===== config.mk =====
export PLATFORM = sky130hd
export DESIGN_NAME = controller_fault_status_bank
export DESIGN_NICKNAME = d
export VERILOG_FILES = /design/src/controller_fault_status_bank.v /design/src/fault_flag_bank.v /design/src/status_read_port.v
export VERILOG_INCLUDE_DIRS = /design/src
export SDC_FILE = /design/constraint.sdc
export NUM_CORES = 1
export LEC_CHECK = 0
export ABC_AREA = 1
export BUFFER_PORTS_ARGS = -buffer_cell sky130_fd_sc_hd__buf_2
export CORE_MARGIN = 1.5
export CORE_UTILIZATION = 46
export CTS_BUF_LIST = sky130_fd_sc_hd__clkbuf_8
export CTS_CLUSTER_DIAMETER = 150
export DETAILED_ROUTE_END_ITERATION = 7
export PLACE_DENSITY = 0.82
export SETUP_SLACK_MARGIN = 0.15
export SYNTH_ARGS = -nofsm -noshare
export SYNTH_HDL_FRONTEND = slang
export SYNTH_SLANG_ARGS = --single-unit

===== constraint.sdc =====
create_clock -name clk -period 1.3 [get_ports clk]
set_clock_uncertainty 0.15 [all_clocks]
set_input_delay 0.065 -clock clk [delete_from_list [all_inputs] [get_ports clk]]
set_output_delay 0.065 -clock clk [all_outputs]
set_load 0.1 [all_outputs]

===== src/fault_status_consts.vh =====
/*
  Constants of the controller fault status bank: register offsets, field
  positions, reset values and port widths.
  Assumes it is included by its bare name from each design file.
*/
// What this block does
// - controller fault word sits at E2h and reads 00000000h after reset.
// - bit 31 is the OR of every controller fault flag in the word.
// - bit 29 flags a position-detection frequency fault, else zero.
// - bit 28 flags a position-detection first-timing fault, else zero.
// - bit 27 flags a position-detection second-timing fault, else zero.
// - bit 23 flags an abnormal-speed motor lock, else zero.
// - bit 22 flags loss of commutation sync as a lock, else zero.
// - bit 21 flags that no motor is connected, else zero.
// - bit 20 is set whenever any motor lock detection triggers.
// - bit 19 flags a cycle-by-cycle current limit fault, else zero.
// - bit 18 flags the lock-detection current limit fault, else zero.
// - bit 17 flags motor supply undervoltage, else zero.
// - bit 16 flags motor supply overvoltage, else zero.
// - bit 15 flags external watchdog timeout, else zero.
// - bit 2 mirrors the nonvolatile self-test enable setting.
// - bit 1 reads 1 when self-test passed, 0 on failure.
// - bit 0 reads 1 when application reset succeeded, 0 on failure.
`ifndef FAULT_STATUS_CONSTS_VH
`define FAULT_STATUS_CONSTS_VH

// ----------------------------------------------------------------
// register offsets
// ----------------------------------------------------------------
`define ADDR_W              8
`define DATA_W              32
`define OFS_CTRL_FAULT      8'he2
`define OFS_SYS_WORD_ONE    8'he4
`define OFS_SYS_WORD_TWO    8'hea
`define OFS_SYS_WORD_THREE  8'hec

// ----------------------------------------------------------------
// reset values
// ----------------------------------------------------------------
`define RST_CTRL_FAULT      32'h00000000
`define RST_SYS_WORD        32'h00000000

// ----------------------------------------------------------------
// controller fault word fields
// ----------------------------------------------------------------
`define BIT_ANY_FAULT       31
`define BIT_POS_FREQ        29
`define BIT_POS_FIRST       28
`define BIT_POS_SECOND      27
`define BIT_ABNORMAL_SPEED_LOCK       23
`define BIT_SYNC_LOST       22
`define BIT_MOTOR_ABSENT    21
`define BIT_ANY_LOCK        20
`define BIT_CYCLE_ILIM      19
`define BIT_LOCK_ILIM       18
`define BIT_SUPPLY_LOW      17
`define BIT_SUPPLY_HIGH     16
`define BIT_WATCHDOG        15
`define BIT_SELF_TEST_EN    2
`define BIT_SELF_TEST_PASS  1
`define BIT_APP_RESET_OK    0

// sticky flag vector: index order inside the flag bank
`define NUM_FLAGS           11
`define FLG_POS_FREQ        0
`define FLG_POS_FIRST       1
`define FLG_POS_SECOND      2
`define FLG_ABNORMAL_SPEED_LOCK       3
`define FLG_SYNC_LOST       4
`define FLG_MOTOR_ABSENT    5
`define FLG_CYCLE_ILIM      6
`define FLG_LOCK_ILIM       7
`define FLG_SUPPLY_LOW      8
`define FLG_SUPPLY_HIGH     9
`define FLG_WATCHDOG        10

// ----------------------------------------------------------------
// system status word field widths
// ----------------------------------------------------------------
`define VOLT_W              16
`define SPEED_CMD_W         15
`define STATE_W             4
`define MOTOR_SPEED_W       16
`define BUS_CURR_W          16
`define BATT_POW_W          16

`endif


===== src/controller_fault_status_bank.v =====
/*
  Controller fault status bank: the controller fault word and the three
  system status words, read over the device register port.
  Assumes fault detect inputs are one-cycle or level indications from the
  control core, synchronous to clk, and that self-test and app-reset
  results come with a done strobe.
*/
`timescale 1ns/1ps
`include "fault_status_consts.vh"

module controller_fault_status_bank (
  input  wire                        clk,
  input  wire                        sys_rst,
  // register port
  input  wire                        regRd,
  input  wire                        regWr,
  input  wire [`ADDR_W-1:0]          regAddr,
  input  wire [`DATA_W-1:0]          regWrData,
  output wire [`DATA_W-1:0]          regRdData,
  output wire                        regRdValid,
  output wire                        regAddrErr,
  output wire                        regWrIgnored,
  // fault detections from the control core
  input  wire                        positionDetectFreqError,
  input  wire                        positionDetectFirstTimingError,
  input  wire                        positionDetectSecondTimingError,
  input  wire                        abnormalSpeedLock,
  input  wire                        syncLostLock,
  input  wire                        motorAbsentFault,
  input  wire                        cycleCurrentLimitFault,
  input  wire                        lockCurrentLimitFault,
  input  wire                        motorSupplyLowFault,
  input  wire                        motorSupplyHighFault,
  input  wire                        externalWatchdogExpired,
  input  wire                        faultClear,
  // self-test and application reset results
  input  wire                        selfTestEnabled,
  input  wire                        selfTestDone,
  input  wire                        selfTestPassed,
  input  wire                        appResetDone,
  input  wire                        appResetOk,
  // system status sources
  input  wire [`VOLT_W-1:0]          supplyVoltage,
  input  wire [`SPEED_CMD_W-1:0]     speedCommand,
  input  wire                        serialEntryDone,
  input  wire [`STATE_W-1:0]         controlState,
  input  wire                        selfTestFault,
  input  wire [`MOTOR_SPEED_W-1:0]   motorSpeed,
  input  wire [`BUS_CURR_W-1:0]      busCurrent,
  input  wire [`BATT_POW_W-1:0]      batteryPower,
  // status outputs
  output reg                         controllerFault_r,
  output reg                         motorLock_r,
  output wire                        newFault
);

  // ----------------------------------------------------------------
  // helpers
  // ----------------------------------------------------------------
  // place a single flag into a 32-bit word at a given position
  function [`DATA_W-1:0] placeBit;
    input         val;
    input integer pos;
    begin
      placeBit = {{(`DATA_W-1){1'b0}}, val} << pos;
    end
  endfunction

  // ----------------------------------------------------------------
  // sticky fault flags
  // ----------------------------------------------------------------
  wire [`NUM_FLAGS-1:0] detect;
  wire [`NUM_FLAGS-1:0] flags;

  assign detect[`FLG_POS_FREQ]     = positionDetectFreqError;
  assign detect[`FLG_POS_FIRST]    = positionDetectFirstTimingError;
  assign detect[`FLG_POS_SECOND]   = positionDetectSecondTimingError;
  assign detect[`FLG_ABNORMAL_SPEED_LOCK]    = abnormalSpeedLock;
  assign detect[`FLG_SYNC_LOST]    = syncLostLock;
  assign detect[`FLG_MOTOR_ABSENT] = motorAbsentFault;
  assign detect[`FLG_CYCLE_ILIM]   = cycleCurrentLimitFault;
  assign detect[`FLG_LOCK_ILIM]    = lockCurrentLimitFault;
  assign detect[`FLG_SUPPLY_LOW]   = motorSupplyLowFault;
  assign detect[`FLG_SUPPLY_HIGH]  = motorSupplyHighFault;
  assign detect[`FLG_WATCHDOG]     = externalWatchdogExpired;

  // the flags only clear from the core side; register writes never reach here
  fault_flag_bank u_flags (
    .clk        (clk),
    .sys_rst    (sys_rst),
    .detect     (detect),
    .clearAll   (faultClear),
    .flags_r    (flags),
    .newFault_r (newFault)
  );

  // ----------------------------------------------------------------
  // summaries
  // ----------------------------------------------------------------
  wire anyLock;
  wire anyFault;

  // lock-current limit counts as a lock detection as well
  assign anyLock  = flags[`FLG_ABNORMAL_SPEED_LOCK] | flags[`FLG_SYNC_LOST] |
                    flags[`FLG_MOTOR_ABSENT] | flags[`FLG_LOCK_ILIM];
  // self-test and app-reset bits are results, not faults, so stay out of it
  assign anyFault = (|flags) | anyLock;

  always @(posedge clk) begin
    if (sys_rst) begin
      controllerFault_r <= 1'b0;
      motorLock_r       <= 1'b0;
    end else begin
      controllerFault_r <= anyFault;
      motorLock_r       <= anyLock;
    end
  end

  // ----------------------------------------------------------------
  // self-test and application reset results
  // ----------------------------------------------------------------
  reg selfTestEn_r;
  reg selfTestPass_r;
  reg appResetOk_r;

  always @(posedge clk) begin
    if (sys_rst) begin
      selfTestEn_r   <= 1'b0;
      selfTestPass_r <= 1'b0;
      appResetOk_r   <= 1'b0;
    end else begin
      selfTestEn_r <= selfTestEnabled;
      // result is held until the next run reports, so a read between runs
      // still sees the last outcome
      if (selfTestDone) begin
        selfTestPass_r <= selfTestPassed;
      end
      if (appResetDone) begin
        appResetOk_r <= appResetOk;
      end
    end
  end

  // ----------------------------------------------------------------
  // controller fault word
  // ----------------------------------------------------------------
  wire [`DATA_W-1:0] ctrlFaultWord;

  // unlisted positions are simply never filled, so they read zero
  assign ctrlFaultWord =
      placeBit(anyFault,                   `BIT_ANY_FAULT)      |
      placeBit(flags[`FLG_POS_FREQ],       `BIT_POS_FREQ)       |
      placeBit(flags[`FLG_POS_FIRST],      `BIT_POS_FIRST)      |
      placeBit(flags[`FLG_POS_SECOND],     `BIT_POS_SECOND)     |
      placeBit(flags[`FLG_ABNORMAL_SPEED_LOCK],      `BIT_ABNORMAL_SPEED_LOCK)      |
      placeBit(flags[`FLG_SYNC_LOST],      `BIT_SYNC_LOST)      |
      placeBit(flags[`FLG_MOTOR_ABSENT],   `BIT_MOTOR_ABSENT)   |
      placeBit(anyLock,                    `BIT_ANY_LOCK)       |
      placeBit(flags[`FLG_CYCLE_ILIM],     `BIT_CYCLE_ILIM)     |
      placeBit(flags[`FLG_LOCK_ILIM],      `BIT_LOCK_ILIM)      |
      placeBit(flags[`FLG_SUPPLY_LOW],     `BIT_SUPPLY_LOW)     |
      placeBit(flags[`FLG_SUPPLY_HIGH],    `BIT_SUPPLY_HIGH)    |
      placeBit(flags[`FLG_WATCHDOG],       `BIT_WATCHDOG)       |
      placeBit(selfTestEn_r,               `BIT_SELF_TEST_EN)   |
      placeBit(selfTestPass_r,             `BIT_SELF_TEST_PASS) |
      placeBit(appResetOk_r,               `BIT_APP_RESET_OK);

  // ----------------------------------------------------------------
  // system status words
  // ----------------------------------------------------------------
  // registered so a read returns a value sampled in one cycle, not a
  // mixture of fields moving under the read
  reg [`DATA_W-1:0] sysWordOne_r;
  reg [`DATA_W-1:0] sysWordTwo_r;
  reg [`DATA_W-1:0] sysWordThree_r;

  always @(posedge clk) begin
    if (sys_rst) begin
      sysWordOne_r   <= `RST_SYS_WORD;
      sysWordTwo_r   <= `RST_SYS_WORD;
      sysWordThree_r <= `RST_SYS_WORD;
    end else begin
      sysWordOne_r   <= {supplyVoltage, speedCommand, serialEntryDone};
      sysWordTwo_r   <= {controlState, 10'h000, selfTestFault, 1'b0, motorSpeed};
      sysWordThree_r <= {busCurrent, batteryPower};
    end
  end

  // ----------------------------------------------------------------
  // register port
  // ----------------------------------------------------------------
  // write data is accepted on the port but has nowhere to go
  status_read_port u_port (
    .clk            (clk),
    .sys_rst        (sys_rst),
    .regRd          (regRd),
    .regWr          (regWr),
    .regAddr        (regAddr),
    .ctrlFaultWord  (ctrlFaultWord),
    .sysWordOne     (sysWordOne_r),
    .sysWordTwo     (sysWordTwo_r),
    .sysWordThree   (sysWordThree_r),
    .regRdData_r    (regRdData),
    .regRdValid_r   (regRdValid),
    .regAddrErr_r   (regAddrErr),
    .regWrIgnored_r (regWrIgnored)
  );

endmodule // controller_fault_status_bank


===== src/fault_flag_bank.v =====
/*
  Sticky fault flags: each flag sets on its detect input and holds until
  an internal clear. Assumes synchronous detect and clear inputs.
*/
`timescale 1ns/1ps
`include "fault_status_consts.vh"

module fault_flag_bank (
  input  wire                    clk,
  input  wire                    sys_rst,
  input  wire [`NUM_FLAGS-1:0]   detect,
  input  wire                    clearAll,
  output reg  [`NUM_FLAGS-1:0]   flags_r,
  output reg                     newFault_r
);

  wire [`NUM_FLAGS-1:0] flags_nxt;
  wire [`NUM_FLAGS-1:0] rising;

  // a detect in the clearing cycle survives: set wins over clear
  assign flags_nxt = (clearAll ? {`NUM_FLAGS{1'b0}} : flags_r) | detect;
  assign rising    = detect & ~flags_r;

  always @(posedge clk) begin
    if (sys_rst) begin
      flags_r    <= {`NUM_FLAGS{1'b0}};
      newFault_r <= 1'b0;
    end else begin
      flags_r    <= flags_nxt;
      newFault_r <= |rising;
    end
  end

endmodule // fault_flag_bank


===== src/status_read_port.v =====
/*
  Register read port of the status bank: decodes the offset, returns the
  addressed word one cycle after the strobe, zero for unmapped offsets.
  Assumes single-cycle read and write strobes from the register port.
*/
`timescale 1ns/1ps
`include "fault_status_consts.vh"

module status_read_port (
  input  wire                 clk,
  input  wire                 sys_rst,
  input  wire                 regRd,
  input  wire                 regWr,
  input  wire [`ADDR_W-1:0]   regAddr,
  input  wire [`DATA_W-1:0]   ctrlFaultWord,
  input  wire [`DATA_W-1:0]   sysWordOne,
  input  wire [`DATA_W-1:0]   sysWordTwo,
  input  wire [`DATA_W-1:0]   sysWordThree,
  output reg  [`DATA_W-1:0]   regRdData_r,
  output reg                  regRdValid_r,
  output reg                  regAddrErr_r,
  output reg                  regWrIgnored_r
);

  reg [`DATA_W-1:0] rdData_nxt;
  reg               hit;

  always @* begin
    rdData_nxt = {`DATA_W{1'b0}};
    hit        = 1'b1;
    case (regAddr)
      `OFS_CTRL_FAULT:     rdData_nxt = ctrlFaultWord;
      `OFS_SYS_WORD_ONE:   rdData_nxt = sysWordOne;
      `OFS_SYS_WORD_TWO:   rdData_nxt = sysWordTwo;
      `OFS_SYS_WORD_THREE: rdData_nxt = sysWordThree;
      default:             hit        = 1'b0;
    endcase
  end

  always @(posedge clk) begin
    if (sys_rst) begin
      regRdData_r    <= {`DATA_W{1'b0}};
      regRdValid_r   <= 1'b0;
      regAddrErr_r   <= 1'b0;
      regWrIgnored_r <= 1'b0;
    end else begin
      regRdValid_r   <= regRd;
      regAddrErr_r   <= (regRd | regWr) & ~hit;
      // every word is read-only, so a write raises this pulse, plus the address error at an unmapped offset
      regWrIgnored_r <= regWr;
      if (regRd) begin
        regRdData_r <= rdData_nxt;
      end
    end
  end

endmodule // status_read_port

# After elaboration in Yosys (flattened, before gate mapping)
# Cells that the tools add are included.
[classes]
mul = 0
mux = 3
reduce_logical = 3
shifts = 0
n_eq_ne = 4
n_bitwise = 25
order_cmp = 0
add_sub_neg = 0
n_div = 0
[ops]
columns = ["cell", "n"]
rows = [
  ["$pmux W32 S4", 1],
  ["$eq A8 B8 Y1 const B", 4],
  ["$or A32 B1 Y32", 1],
  ["$or A32 B16 Y32", 1],
  ["$or A32 B17 Y32", 1],
  ["$or A32 B18 Y32", 1],
  ["$or A32 B19 Y32", 1],
  ["$or A32 B2 Y32", 1],
  ["$or A32 B20 Y32", 1],
  ["$or A32 B21 Y32", 1],
  ["$or A32 B22 Y32", 1],
  ["$or A32 B23 Y32", 1],
  ["$or A32 B24 Y32", 1],
  ["$or A32 B28 Y32", 1],
  ["$or A32 B29 Y32", 1],
  ["$or A32 B3 Y32", 1],
  ["$or A32 B30 Y32", 1],
  ["$reduce_or A11 Y1", 2],
  ["$and A11 B11 Y11", 1],
  ["$mux W11", 1],
  ["$not A11 Y11", 1],
  ["$or A11 B11 Y11", 1],
  ["$or A1 B1 Y1", 5],
  ["$reduce_or A4 Y1", 1],
  ["other kinds (3)", 3],
]
[totals]
out_inout_bits = 38
romBits = 0
ram_bits = 0
latch_bits = 0
in_bits = 146
register_bits = 148
elab_cells = 50
memories = 0

# Logic depth before layout (Yosys ltp)
# Gate-level depths: netlist of the first run.
[logic_depth]
ltp_word = 20
depth_mapped = 11
mapped_depth_nobuf = 9

# Hierarchy
# Synthesis of the first run repeated with hierarchy kept, for this count alone.
[unflattened]
cells_unflattened = 748
area_unflattened_um2 = 5530.3
[by_module_without_submodules]
columns = ["mod", "area_each_um2", "seq_area_each_um2", "instances", "cells_each"]
rows = [
  ["controller_fault_status_bank", 2680.1, 1801.7, 1, 293],
  ["status_read_port", 2366.0, 700.7, 1, 384],
  ["fault_flag_bank", 484.2, 240.2, 1, 71],
]

# Worst setup path before layout of the first run
# Ideal clock, no wire load.
[synth_timing]
path_kind = "register to register"
startpoint = "reg u_port.regRdData_r[11] (netlist name)"
endpoint = "reg u_port.regRdData_r[11]"
path_stages_with_launch = 3
synth_period_minus_slack_ps = 1445
n_path_buf = 0
t_arrival_ps = 1226
t_required_ps = 1081
setup_time_ps = 69
slack_ps = -145
path_cell_list = "dfxtp_1 nand2_1 a21oi_2"
[synth_rtl]
columns = ["item", "line", "source"]
rows = [
  ["to (signal assigned)", "status_read_port.v:42", "regRdData_r <= {`DATA_W{1'b0}};"],
  ["to (signal assigned)", "status_read_port.v:52", "regRdData_r <= rdData_nxt;"],
  ["to (decl)", "status_read_port.v:19", "output reg [`DATA_W-1:0] regRdData_r,"],
]

# Worst setup path after layout of the first run
[layout_timing]
startpoint = "reg u_flags.flags_r[7]"
endpoint = "reg u_port.regRdData_r[20]"
[layout_via]
elab_chain_len = 11
[layout_lines]
columns = ["item", "line", "source"]
rows = [
  ["from (decl)", "fault_flag_bank.v:13", "output reg [`NUM_FLAGS-1:0] flags_r,"],
  ["from (signal assigned)", "fault_flag_bank.v:26", "flags_r <= {`NUM_FLAGS{1'b0}};"],
  ["from (signal assigned)", "fault_flag_bank.v:29", "flags_r <= flags_nxt;"],
  ["$or A1 B1 Y1", "controller_fault_status_bank.v:104", "assign anyLock = flags[`FLG_ABNORMAL_SPEED_LOCK] | flags[`FLG_SYNC_LOST] |"],
  ["$or A32 B21 Y32", "controller_fault_status_bank.v:151", "placeBit(anyFault, `BIT_ANY_FAULT) |"],
  ["$or A32 B20 Y32", "controller_fault_status_bank.v:151", ""],
  ["$or A32 B19 Y32", "controller_fault_status_bank.v:151", ""],
  ["$or A32 B18 Y32", "controller_fault_status_bank.v:151", ""],
  ["$or A32 B17 Y32", "controller_fault_status_bank.v:151", ""],
  ["$or A32 B16 Y32", "controller_fault_status_bank.v:151", ""],
  ["$or A32 B3 Y32", "controller_fault_status_bank.v:151", ""],
  ["$or A32 B2 Y32", "controller_fault_status_bank.v:151", ""],
  ["$or A32 B1 Y32", "controller_fault_status_bank.v:151", ""],
  ["$pmux W32 S4", "status_read_port.v:31", "case (regAddr)"],
]
# No other way between the ends.
# A chain may end at the register's enable or synchronous reset.

==> results of run 1 <==
-- cells in the mapped netlist, drive strengths merged --
library cell and number:
inv 120, o22ai 5, and2 2, dfxtp 137, nand3 38, nand3b 1, a31o 1, o21bai 1
nor4 1, o21ai 16, a21oi 48, nor2 108, nand2 162, clkbuf 12, buf 19, clkinv 1
-- flip-flops by register name (all words and copies together), names as in the netlist --
register,count
u_port.regWrIgnored_r,1
u_flags.flags_r,11
selfTestPass_r,1
u_port.regRdValid_r,1
u_flags.newFault_r,1
sysWordOne_r,32
u_port.regAddrErr_r,1
selfTestEn_r,1
appResetOk_r,1
motorLock_r,1
controllerFault_r,1
u_port.regRdData_r,32
sysWordTwo_r,21
sysWordThree_r,32
-- logic make-up after synthesis --
group	Yosys count
simple gates	312
buf+inv	152
compound gates	71
flops	137
-- power by group --
group / leakage [nW] / total [W] / internal, W / switching, W
clock: 0.224 / 0.00378 / 0.00201 / 0.00178
sequential: 1.16 / 0.00446 / 0.00437 / 0.0000927
combinational: 2.84 / 0.00113 / 0.000573 / 0.000559
-- critical path, stage by stage (launching register included) --
cell and delay (ps):
dfxtp_2 330, inv_2 50, nand2_2 60, nor2_4 120
nor2_2 50, buf_4 140, nand3b_4 150, nand2_2 80
a21oi_2 50
-- layout make-up --
type	instances	share of cell area (%)
Clock buffer	18	2.87
Clock inverter	14	2.16
Inverter	121	5.49
Multi-Input combinational cell	383	21.7
Sequential cell	137	32.7
Tap cell	140	2.03
Timing Repair Buffer	309	33.1
-- routing by layer --
layer	GRT usage [%]	up-vias	part of all wire, %
met5	0	-	0
met4	15.6	0	5.4
met3	5.92	85	6.0
met2	57.5	273	53
met1	31.0	2484	35
li1	-	2597	-
-- metrics by stage --
stage	std cells	total power (W)	setup WS (ps)
global placement	966	0.00526	-98.8
finish	1122	0.00937	-16.6
detailed placement	966	0.00527	-131
floorplan	672	0.00493	98.9
global route	1122	0.00969	-71.1
CTS	1122	0.00929	-14.8
-- path summary, 6_finish.rpt --
| path | cells past startpoint | start | end |
|---|---|---|---|
| setup / recovery | 8 | u_flags.flags_r[7]$_SDFF_PP0_ | u_port.regRdData_r[20]$_SDFFE_PP0P_ |
| hold / removal | 2 | sys_rst | u_port.regRdData_r[22]$_SDFFE_PP0P_ |
| hold reg to reg | 2 | u_port.regRdData_r[8]$_SDFFE_PP0P_ | u_port.regRdData_r[8]$_SDFFE_PP0P_ |
| setup reg to reg | 8 | u_flags.flags_r[7]$_SDFF_PP0_ | u_port.regRdData_r[20]$_SDFFE_PP0P_ |
-- cell usage in the layout, fill, tap and decap left out, types with 4 or more instances in the layout --
cell type	count
inv_1	111
dfxtp_2	38
nand3_2	9
a21oi_2	15
buf_2	111
nand2_1	139
o21ai_1	4
dlygate4sd3_1	109
nand2_2	21
o22ai_2	4
inv_2	8
clkinv_4	4
clkbuf_8	18
dfxtp_4	9
a21oi_1	33
buf_6	4
buf_12	42
inv_6	5
buf_4	42
nand3_1	29
dfxtp_1	90
o21ai_0	12
nor2_4	7
nor2_1	100
-- repair_timing --
action,4_1_cts,5_1_grt
setup buffers,6,8
endpoints found under the hold margin,119,11
setup endpoints to repair,41,62
pin swaps,14,10
hold buffers,118,1
resized for setup,154,34
==> metrics.txt, run 1 <==
cell area after synthesis between 5000 and 6000 µm²; failing checks negative hold slack, negative setup slack; first-pass GRT wire length around 27 mm; PD cells ~1100 nW/µm²; FILL cells about 620; Tmin final roughly 1300 ps; Max Cap Viol 0; adder-cell share of the synthesized area 0%; worst path arrival time around 1500 ps; largest net degree at the start of global routing between 70 and 80; Yosys top cell area share a little over half; Num CTS Buffers 17; Area contributors post-synth dfxtp_1 53%, nand2_1 11%, inv_1 8.5%, nor2_1 7.7%, a21oi_1 3.3%; clock sinks roughly 140; RSZ-0062 raised after global routing true; initial drt markers about 360; Clock Latency Late Sink approximately 430 ps; antenna viol nets, final 0; Synth cell types 29; status finished, violations left; slew margin rel. between 70% and 80%; Synthesized Nets 818; CTS H-tree lvls 4; fin worst setup slack -16.6 ps; required time of the critical path roughly 1500 ps; initial antenna violation count 0; CP startpoint kind flop; Worst setup EP type flop; Synth Area in Compound Gates between 8 and 9%; gr usage total between 30% and 40%; boundary pin count about 180; mux contribution to synthesized area 0%; number of global-route vias before repair roughly 5.7k; DRC violation count after routing 0; Worst-path clk slew about 90 ps; Fin Hold WS -227 ps; DR WL/cell around 16 µm; clock root buffer master clkbuf_8; largest family of logic cells by synthesized area simple AND/OR/NAND/NOR gates; Starting Density a little under half; maximum VDD drop 790 µV; simple-gate share of the synthesized area a little over a quarter; CTS tree built; Multi-input gate area around 1900 µm²; GRT overflow 0; highest clock rate 0.760 GHz; port bufs roughly 150; CP Max Fanout 2; Cells after Synth approximately 670; YS warnings 0; vias per cell approximately 4.8; Leak about 4.2 nW; GP Congestion around 0.8; Layout Utilization 79.3%; Core Region 10900 µm²; Final #Nets 1115; Total Routed Length ~18 mm; post-synthesis xor/xnor area fraction 0%; FF+latch count, synth 137; Synth area leader dfxtp_1; Placed Area between 6000 and 7000 µm²; CTS Buffer Depth 2; final hold vios 16; setup violators final 1; post-synthesis sequential area ratio between 50 and 60%; dpl hpwl approximately 8.7 mm; HP Class primary input to flop; sequential standard cell area ~2800 µm²; Avg Inst Size Synth 7.66 µm²; Placement Rows 38; floorplan die height around 110 µm; Diodes inserted 0; WS Path Type flop to flop; Synth-to-Final Area Change 67.9%; Worst Tran Pin Value ~330 ps; setup slack, reg-to-reg -20 ps; share of layout cells above drive strength 1 between 30% and 40%; total number of vias between 5k and 6k; Die X 109 µm; DRT Pass-1 Iters 8; Max Slew Vio Count 0; Die Area about 12000 µm²; design area about 8600 µm²; final worst-path cycle share 101%; total negative slack -16.6 ps
Note: power is estimated with default switching activity, not from simulation.
==> inputs of run 2 (changes only) <==
REMOVE_ABC_BUFFERS = 1   (was unset)
==> run 2 against run 1 <==
Register-to-register slack gained 120 ps. Combinational power is essentially flat. Routed wire length shrank 6.5%. Critical path depth shrank 1. Fmax grew 9.7%. Sequential power is essentially flat. The run now ends clean. Sequential cell count is the same. Power shrank 0.82%. Worst setup slack gained 120 ps.
==> metrics.txt, run 2 (same netlist as run 1, synthesis figures left out) <==
setup violators final 0 (-1); boundary pin count 184 (unchanged); CP startpoint kind flop; CP Max Fanout 2 (unchanged); Synth-to-Final Area Change 66.2%; Crit path top cell by count a21oi_1; initial drt markers 318 (-12%); floorplan die height 109 µm (unchanged); share of layout cells above drive strength 1 34.2% (-1.6 points); Leak 4.15 nW (-1.6%); Layout Cells excl Fill 1115 (-0.62%); Final #Nets 1106 (-0.81%); Max Slew Vio Count 0 (unchanged); antenna viol nets, final 0 (unchanged); largest registers sysWordOne_r x32, sysWordThree_r x32, u_port.regRdData_r x32; gr usage total 28.5% (-1.7 points); GP Congestion 0.785 (-1.6%); highest clock rate 0.833 GHz (+9.7%); final worst-path cycle share 92.3% (-9.0 points); Critical R2R Launch u_flags.flags_r[4]$_SDFF_PP0_; R2R depth 7 (-1); final hold vios 0 (-16); RSZ-0062 raised after global routing true; Placement Rows 38 (unchanged); CTS tree built; Num CTS Buffers 17 (unchanged); Die X 109 µm (unchanged); Starting Density 47.3% (unchanged); delay of the slowest critical-path stage 330 ps (about the same); Max Cap Viol 0 (unchanged); CTS Buffer Depth 2 (unchanged); Die Area 11800 µm² (unchanged); Placed Instances 961 (-0.52%); WS Path Type flop to flop; CTS H-tree lvls 4 (unchanged); Total Routed Length 16.7 mm (-6.5%); vias per cell 4.78 (-1.3%); Tmin final 1200 ps (-117 ps); number of global-route vias before repair 5569 (-2.7%); GRT overflow 0 (unchanged); slew margin rel. 81.2% (+3.5 points); PD cells 1090 nW/µm² (+0.20%); Worst Tran Pin Value 283 ps (-51.9 ps); DRC violation count after routing 0 (unchanged); clock root buffer master clkbuf_8; clock sinks 137 (unchanged); commonest non-fill, non-tap cell in the layout nand2_1; DRT Pass-1 Iters 6 (-2); first-pass GRT wire length 25.2 mm (-6.7%); HP Class primary input to flop; status completed; Worst-path clk slew 80 ps (about the same); initial antenna violation count 1 (+1); RR Endpoint u_port.regRdData_r[31]$_SDFFE_PP0P_; FILL cells 667 (+7.1%); Worst setup EP type flop; CP startpoint u_flags.flags_r[4]$_SDFF_PP0_; largest net degree at the start of global routing 46 (-36%); Clock Latency Late Sink 420 ps (about the same); worst path arrival time 1360 ps (-110 ps); Slowest-stage cell, CP dfxtp_2; DR WL/cell 15.0 µm (-5.9%); port bufs 151 (unchanged); Core Region 10900 µm² (unchanged); commonest cells after routing, fill and taps aside 146 x nand2_1, 113 x inv_1, 112 x buf_2; setup slack, reg-to-reg 100 ps (+120 ps); total negative slack 0 ps (+16.6 ps); worst-path cell chain inv_2 > nand2_4 > nor2_4 > buf_6 > a21oi_1 > o21bai_1 > a21oi_1; required time of the critical path 1460 ps (about the same); hold depth 7 (+5); dpl hpwl 8.39 mm (-3.3%); maximum VDD drop 939 µV (+19%); total number of vias 5333 (-1.9%); worst setup path end u_port.regRdData_r[31]$_SDFFE_PP0P_
[run 2: changes by cell type in the layout (fill, tap and decap cells not counted), sizes merged]
cell,delta
inv,-7
buf,-4
clkinv,+4
dlygate4sd3,-4
clkinvlp,+3
diode,+2
bufinv,+1
clkbuf,-1
dlymetal6s4s,-1
[run 2: cell type report]
class	count	area, µm²	area share (%)
diodes	2	5.00	0.0585
clock buffers	17	234	2.74
clock inverters	15	201	2.36
inverters	121	460	5.38
multi-input cells	383	1840	21.5
flip-flops and latches	137	2820	32.9
well taps	140	175	2.05
repair buffers	300	2820	33.0
[run 2: metrics by stage]
| stage | hold slack, ps | setup slack, ps | area (µm²) | utilization, % | power [W] |
|---|---|---|---|---|---|
| after floorplan | -22.6 | -298 | 4960 | - | 0.00484 |
| after global placement | 115 | -92.7 | 6280 | 57.7 | 0.00523 |
| after detailed placement | 121 | -119 | 6280 | 57.7 | 0.00524 |
| after CTS | 94.3 | 91.0 | 8420 | 77.3 | 0.00926 |
| after global routing | 170 | 30.2 | 8550 | 78.5 | 0.00966 |
| final | 180 | 100 | 8550 | 78.5 | 0.00930 |
[run 2: layer usage]
layer  GRT usage, %  share of wire [%]  vias up
met5              0                  0        -
met4           19.0                5.4        0
met3           7.41                5.2       68
met2           53.3                 54      227
met1           27.3                 35     2458
li1               -                  -     2580
[run 2: worst max-delay path, delay by kind of cell (launching register included)]
kind                   cells  cell delay [ps]
buffers and inverters      2              180
DFF                        1              330
AOI/OAI and AO/OA          3              240
and+or+nand+nor            2              190
[run 2: worst min-delay path by stage]
stage                startpoint                                  end  slack (ps)
2_1_floorplan           sys_rst  u_port.regRdData_r[11]$_SDFFE_PP0P_         -20
3_3_place_gp   speedCommand[11]          sysWordOne_r[12]$_SDFF_PP0_         110
6_report             regAddr[3]  u_port.regRdData_r[31]$_SDFFE_PP0P_         180
4_1_cts              regAddr[3]  u_port.regRdData_r[31]$_SDFFE_PP0P_          90
3_5_place_dp    batteryPower[2]         sysWordThree_r[2]$_SDFF_PP0_         120
5_1_grt              regAddr[3]  u_port.regRdData_r[31]$_SDFFE_PP0P_         170
[run 2: power by group]
group / switching [W] / leakage, nW / internal [W]
registers: 0.0000748 / 1.15 / 0.00437
clock network: 0.00165 / 0.217 / 0.00210
logic: 0.000549 / 2.78 / 0.000564
total: 0.00227 / 4.15 / 0.00703
[run 2: repair_timing]
item                                   4_1_cts  5_1_grt
setup buffers                                8        7
gates cloned                                 0        0
setup endpoints to repair                   41       54
endpoints found under the hold margin      133        0
pin swaps                                   14        7
gates resized for setup                    187       23
hold buffers                               105        0
==> inputs of run 3 (changes only) <==
SETUP_SLACK_MARGIN = 0.5   (was 0.15)
==> run 3 against run 2 <==
Largest cell class unchanged. Largest power group unchanged. Via count increased by 8.5%. Sequential cell count unchanged. Sequential power about the same. Critical path depth rose by 1. The run now ends with negative hold slack, negative setup slack left. Non-clock buffer count increased by 12. Critical path type unchanged.
==> metrics.txt, run 3 (same netlist as run 1, synthesis figures left out) <==
status finished, violations left; failing checks negative hold slack, negative setup slack; FILL cells 528 (-21%); CTS tree built; share of layout cells above drive strength 1 45.2% (+11 points); final worst-path cycle share 109% (+16 points); Worst-path clk slew 80 ps (about the same); Core Region 10900 µm² (unchanged); total design power 0.00951 W (+2.3%); DR WL/cell 18.4 µm (+23%); DRC violation count after routing 0 (unchanged); CTS Hold Buffers Added 101 (-3.8%); clock sinks 137 (unchanged); number of global-route vias before repair 5881 (+5.6%); required time of the critical path 1520 ps (+60 ps); GP Congestion 0.785 (unchanged); Starting Density 47.3% (unchanged); Tmin final 1410 ps (+211 ps); total negative slack -170 ps (-170 ps); first-pass GRT wire length 27.5 mm (+9.2%); initial antenna violation count 2 (+1); Placement Rows 38 (unchanged); HP Class primary input to flop; Die X 109 µm (unchanged); CTS H-tree lvls 4 (unchanged); final hold vios 30 (+30); fin worst setup slack -111 ps (-211 ps); Fin Hold WS -266 ps (-446 ps); Final #Nets 1120 (+1.3%); pre-CTS WS -119 ps (unchanged); vias per cell 5.13 (+7.2%); Worst Tran Pin Value 517 ps (+235 ps); Total Routed Length 20.8 mm (+24%); highest clock rate 0.709 GHz (-15%); Die Area 11800 µm² (unchanged); PD cells 1030 nW/µm² (-5.1%); commonest cells after routing, fill and taps aside 109 x buf_2, 108 x inv_1, 101 x dlygate4sd3_1; commonest non-fill, non-tap cell in the layout buf_2; port bufs 151 (unchanged); CP startpoint kind flop; WS Path Type flop to flop; dpl hpwl 8.39 mm (unchanged); antenna viol nets, final 0 (unchanged); Max Slew Vio Count 0 (unchanged); floorplan die height 109 µm (unchanged); largest net degree at the start of global routing 46 (unchanged); worst path arrival time 1630 ps (+270 ps); maximum VDD drop 1030 µV (+10%); CP Max Fanout 2 (unchanged); total number of vias 5788 (+8.5%); Synth-to-Final Area Change 79.0%; boundary pin count 184 (unchanged); gr usage total 31.2% (+2.7 points); RSZ-0062 raised after global routing true; clock root buffer master clkbuf_8; CTS Buffer Depth 2 (unchanged); Max Cap Viol 0 (unchanged); Leak 4.63 nW (+11%); GRT overflow 0 (unchanged); largest registers sysWordOne_r x32, sysWordThree_r x32, u_port.regRdData_r x32; Clock Latency Late Sink 430 ps (about the same); Num CTS Buffers 17 (unchanged); setup violators final 2 (+2); Worst setup EP type flop; DRT Pass-1 Iters 6 (unchanged); slew margin rel. 65.5% (-16 points); initial drt markers 453 (+42%)
## run 3: cell count changes in the layout (fill, tap and decap cells not counted), sizes merged
| cell | delta |
|---|---|
| dlygate4sd3 | -4 |
| clkinvlp | -1 |
| buf | +16 |
| and2 | +1 |
| inv | +2 |
## run 3: through the flow
| stage | hold WS, ps | util [%] | instance area, µm² | instances |
|---|---|---|---|---|
| 3_5_place_dp | 121 | 57.7 | 6280 | 961 |
| 2_1_floorplan | -22.6 | - | 4960 | 641 |
| 6_report | -266 | 84.6 | 9210 | 1129 |
| 4_1_cts | -305 | 80.6 | 8780 | 1111 |
| 3_3_place_gp | 115 | 57.7 | 6280 | 961 |
| 5_1_grt | -279 | 84.6 | 9210 | 1128 |
## run 3: final timing paths
| kind | from | to | slack [ps] | cells after the start |
|---|---|---|---|---|
| worst min-delay path | regWr | u_port.regWrIgnored_r$_SDFF_PP0_ | -270 | 3 |
| worst max-delay path | u_flags.flags_r[5]$_SDFF_PP0_ | u_port.regRdData_r[20]$_SDFFE_PP0P_ | -110 | 8 |
| worst max register to register | u_flags.flags_r[5]$_SDFF_PP0_ | u_port.regRdData_r[20]$_SDFFE_PP0P_ | -110 | 8 |
| worst min register to register | u_port.regRdData_r[15]$_SDFFE_PP0P_ | u_port.regRdData_r[15]$_SDFFE_PP0P_ | 340 | 2 |
## run 3: what timing repair did
action | CTS | global route
hold endpoints to repair | 129 | 38
cloned | 4 | 0
gates resized for setup | 294 | 89
buffers inserted | 13 | 16
endpoints found under the setup margin | 83 | 87
pin swaps | 51 | 53
## run 3: metal layers
metal,part of all wire [%],vias to the layer above,GRT usage [%]
met4,6.7,2,21.3
met1,34,2693,29.8
met3,6.1,123,7.77
li1,-,2618,-
met5,0.048,-,0
met2,53,352,58.4
## run 3: final cells by class
type | instances | area [µm²] | share of cell area [%]
repair buffers | 312 | 3030 | 32.9
flip-flops and latches | 137 | 2850 | 30.9
multi-input cells | 384 | 2240 | 24.3
inverters | 121 | 472 | 5.12
clock buffers | 17 | 234 | 2.54
clock inverters | 15 | 201 | 2.19
well taps | 140 | 175 | 1.90
repair inverters | 1 | 11.3 | 0.122
diodes | 2 | 5.00 | 0.0543
## run 3: critical path, stage by stage (launching register included)
cell and delay, ps:
dfxtp_2 370, inv_2 60, nand2_2 90, nor2_4 40
buf_4 140, nor2_4 160, nand3b_4 170, nand2_2 50
a21oi_2 110
## run 3: report_power, final
part           internal (W)  total (W)  switching (W)
clock               0.00210    0.00379        0.00170
sequential          0.00436    0.00447       0.000108
combinational      0.000614    0.00125       0.000634
total               0.00707    0.00951        0.00244
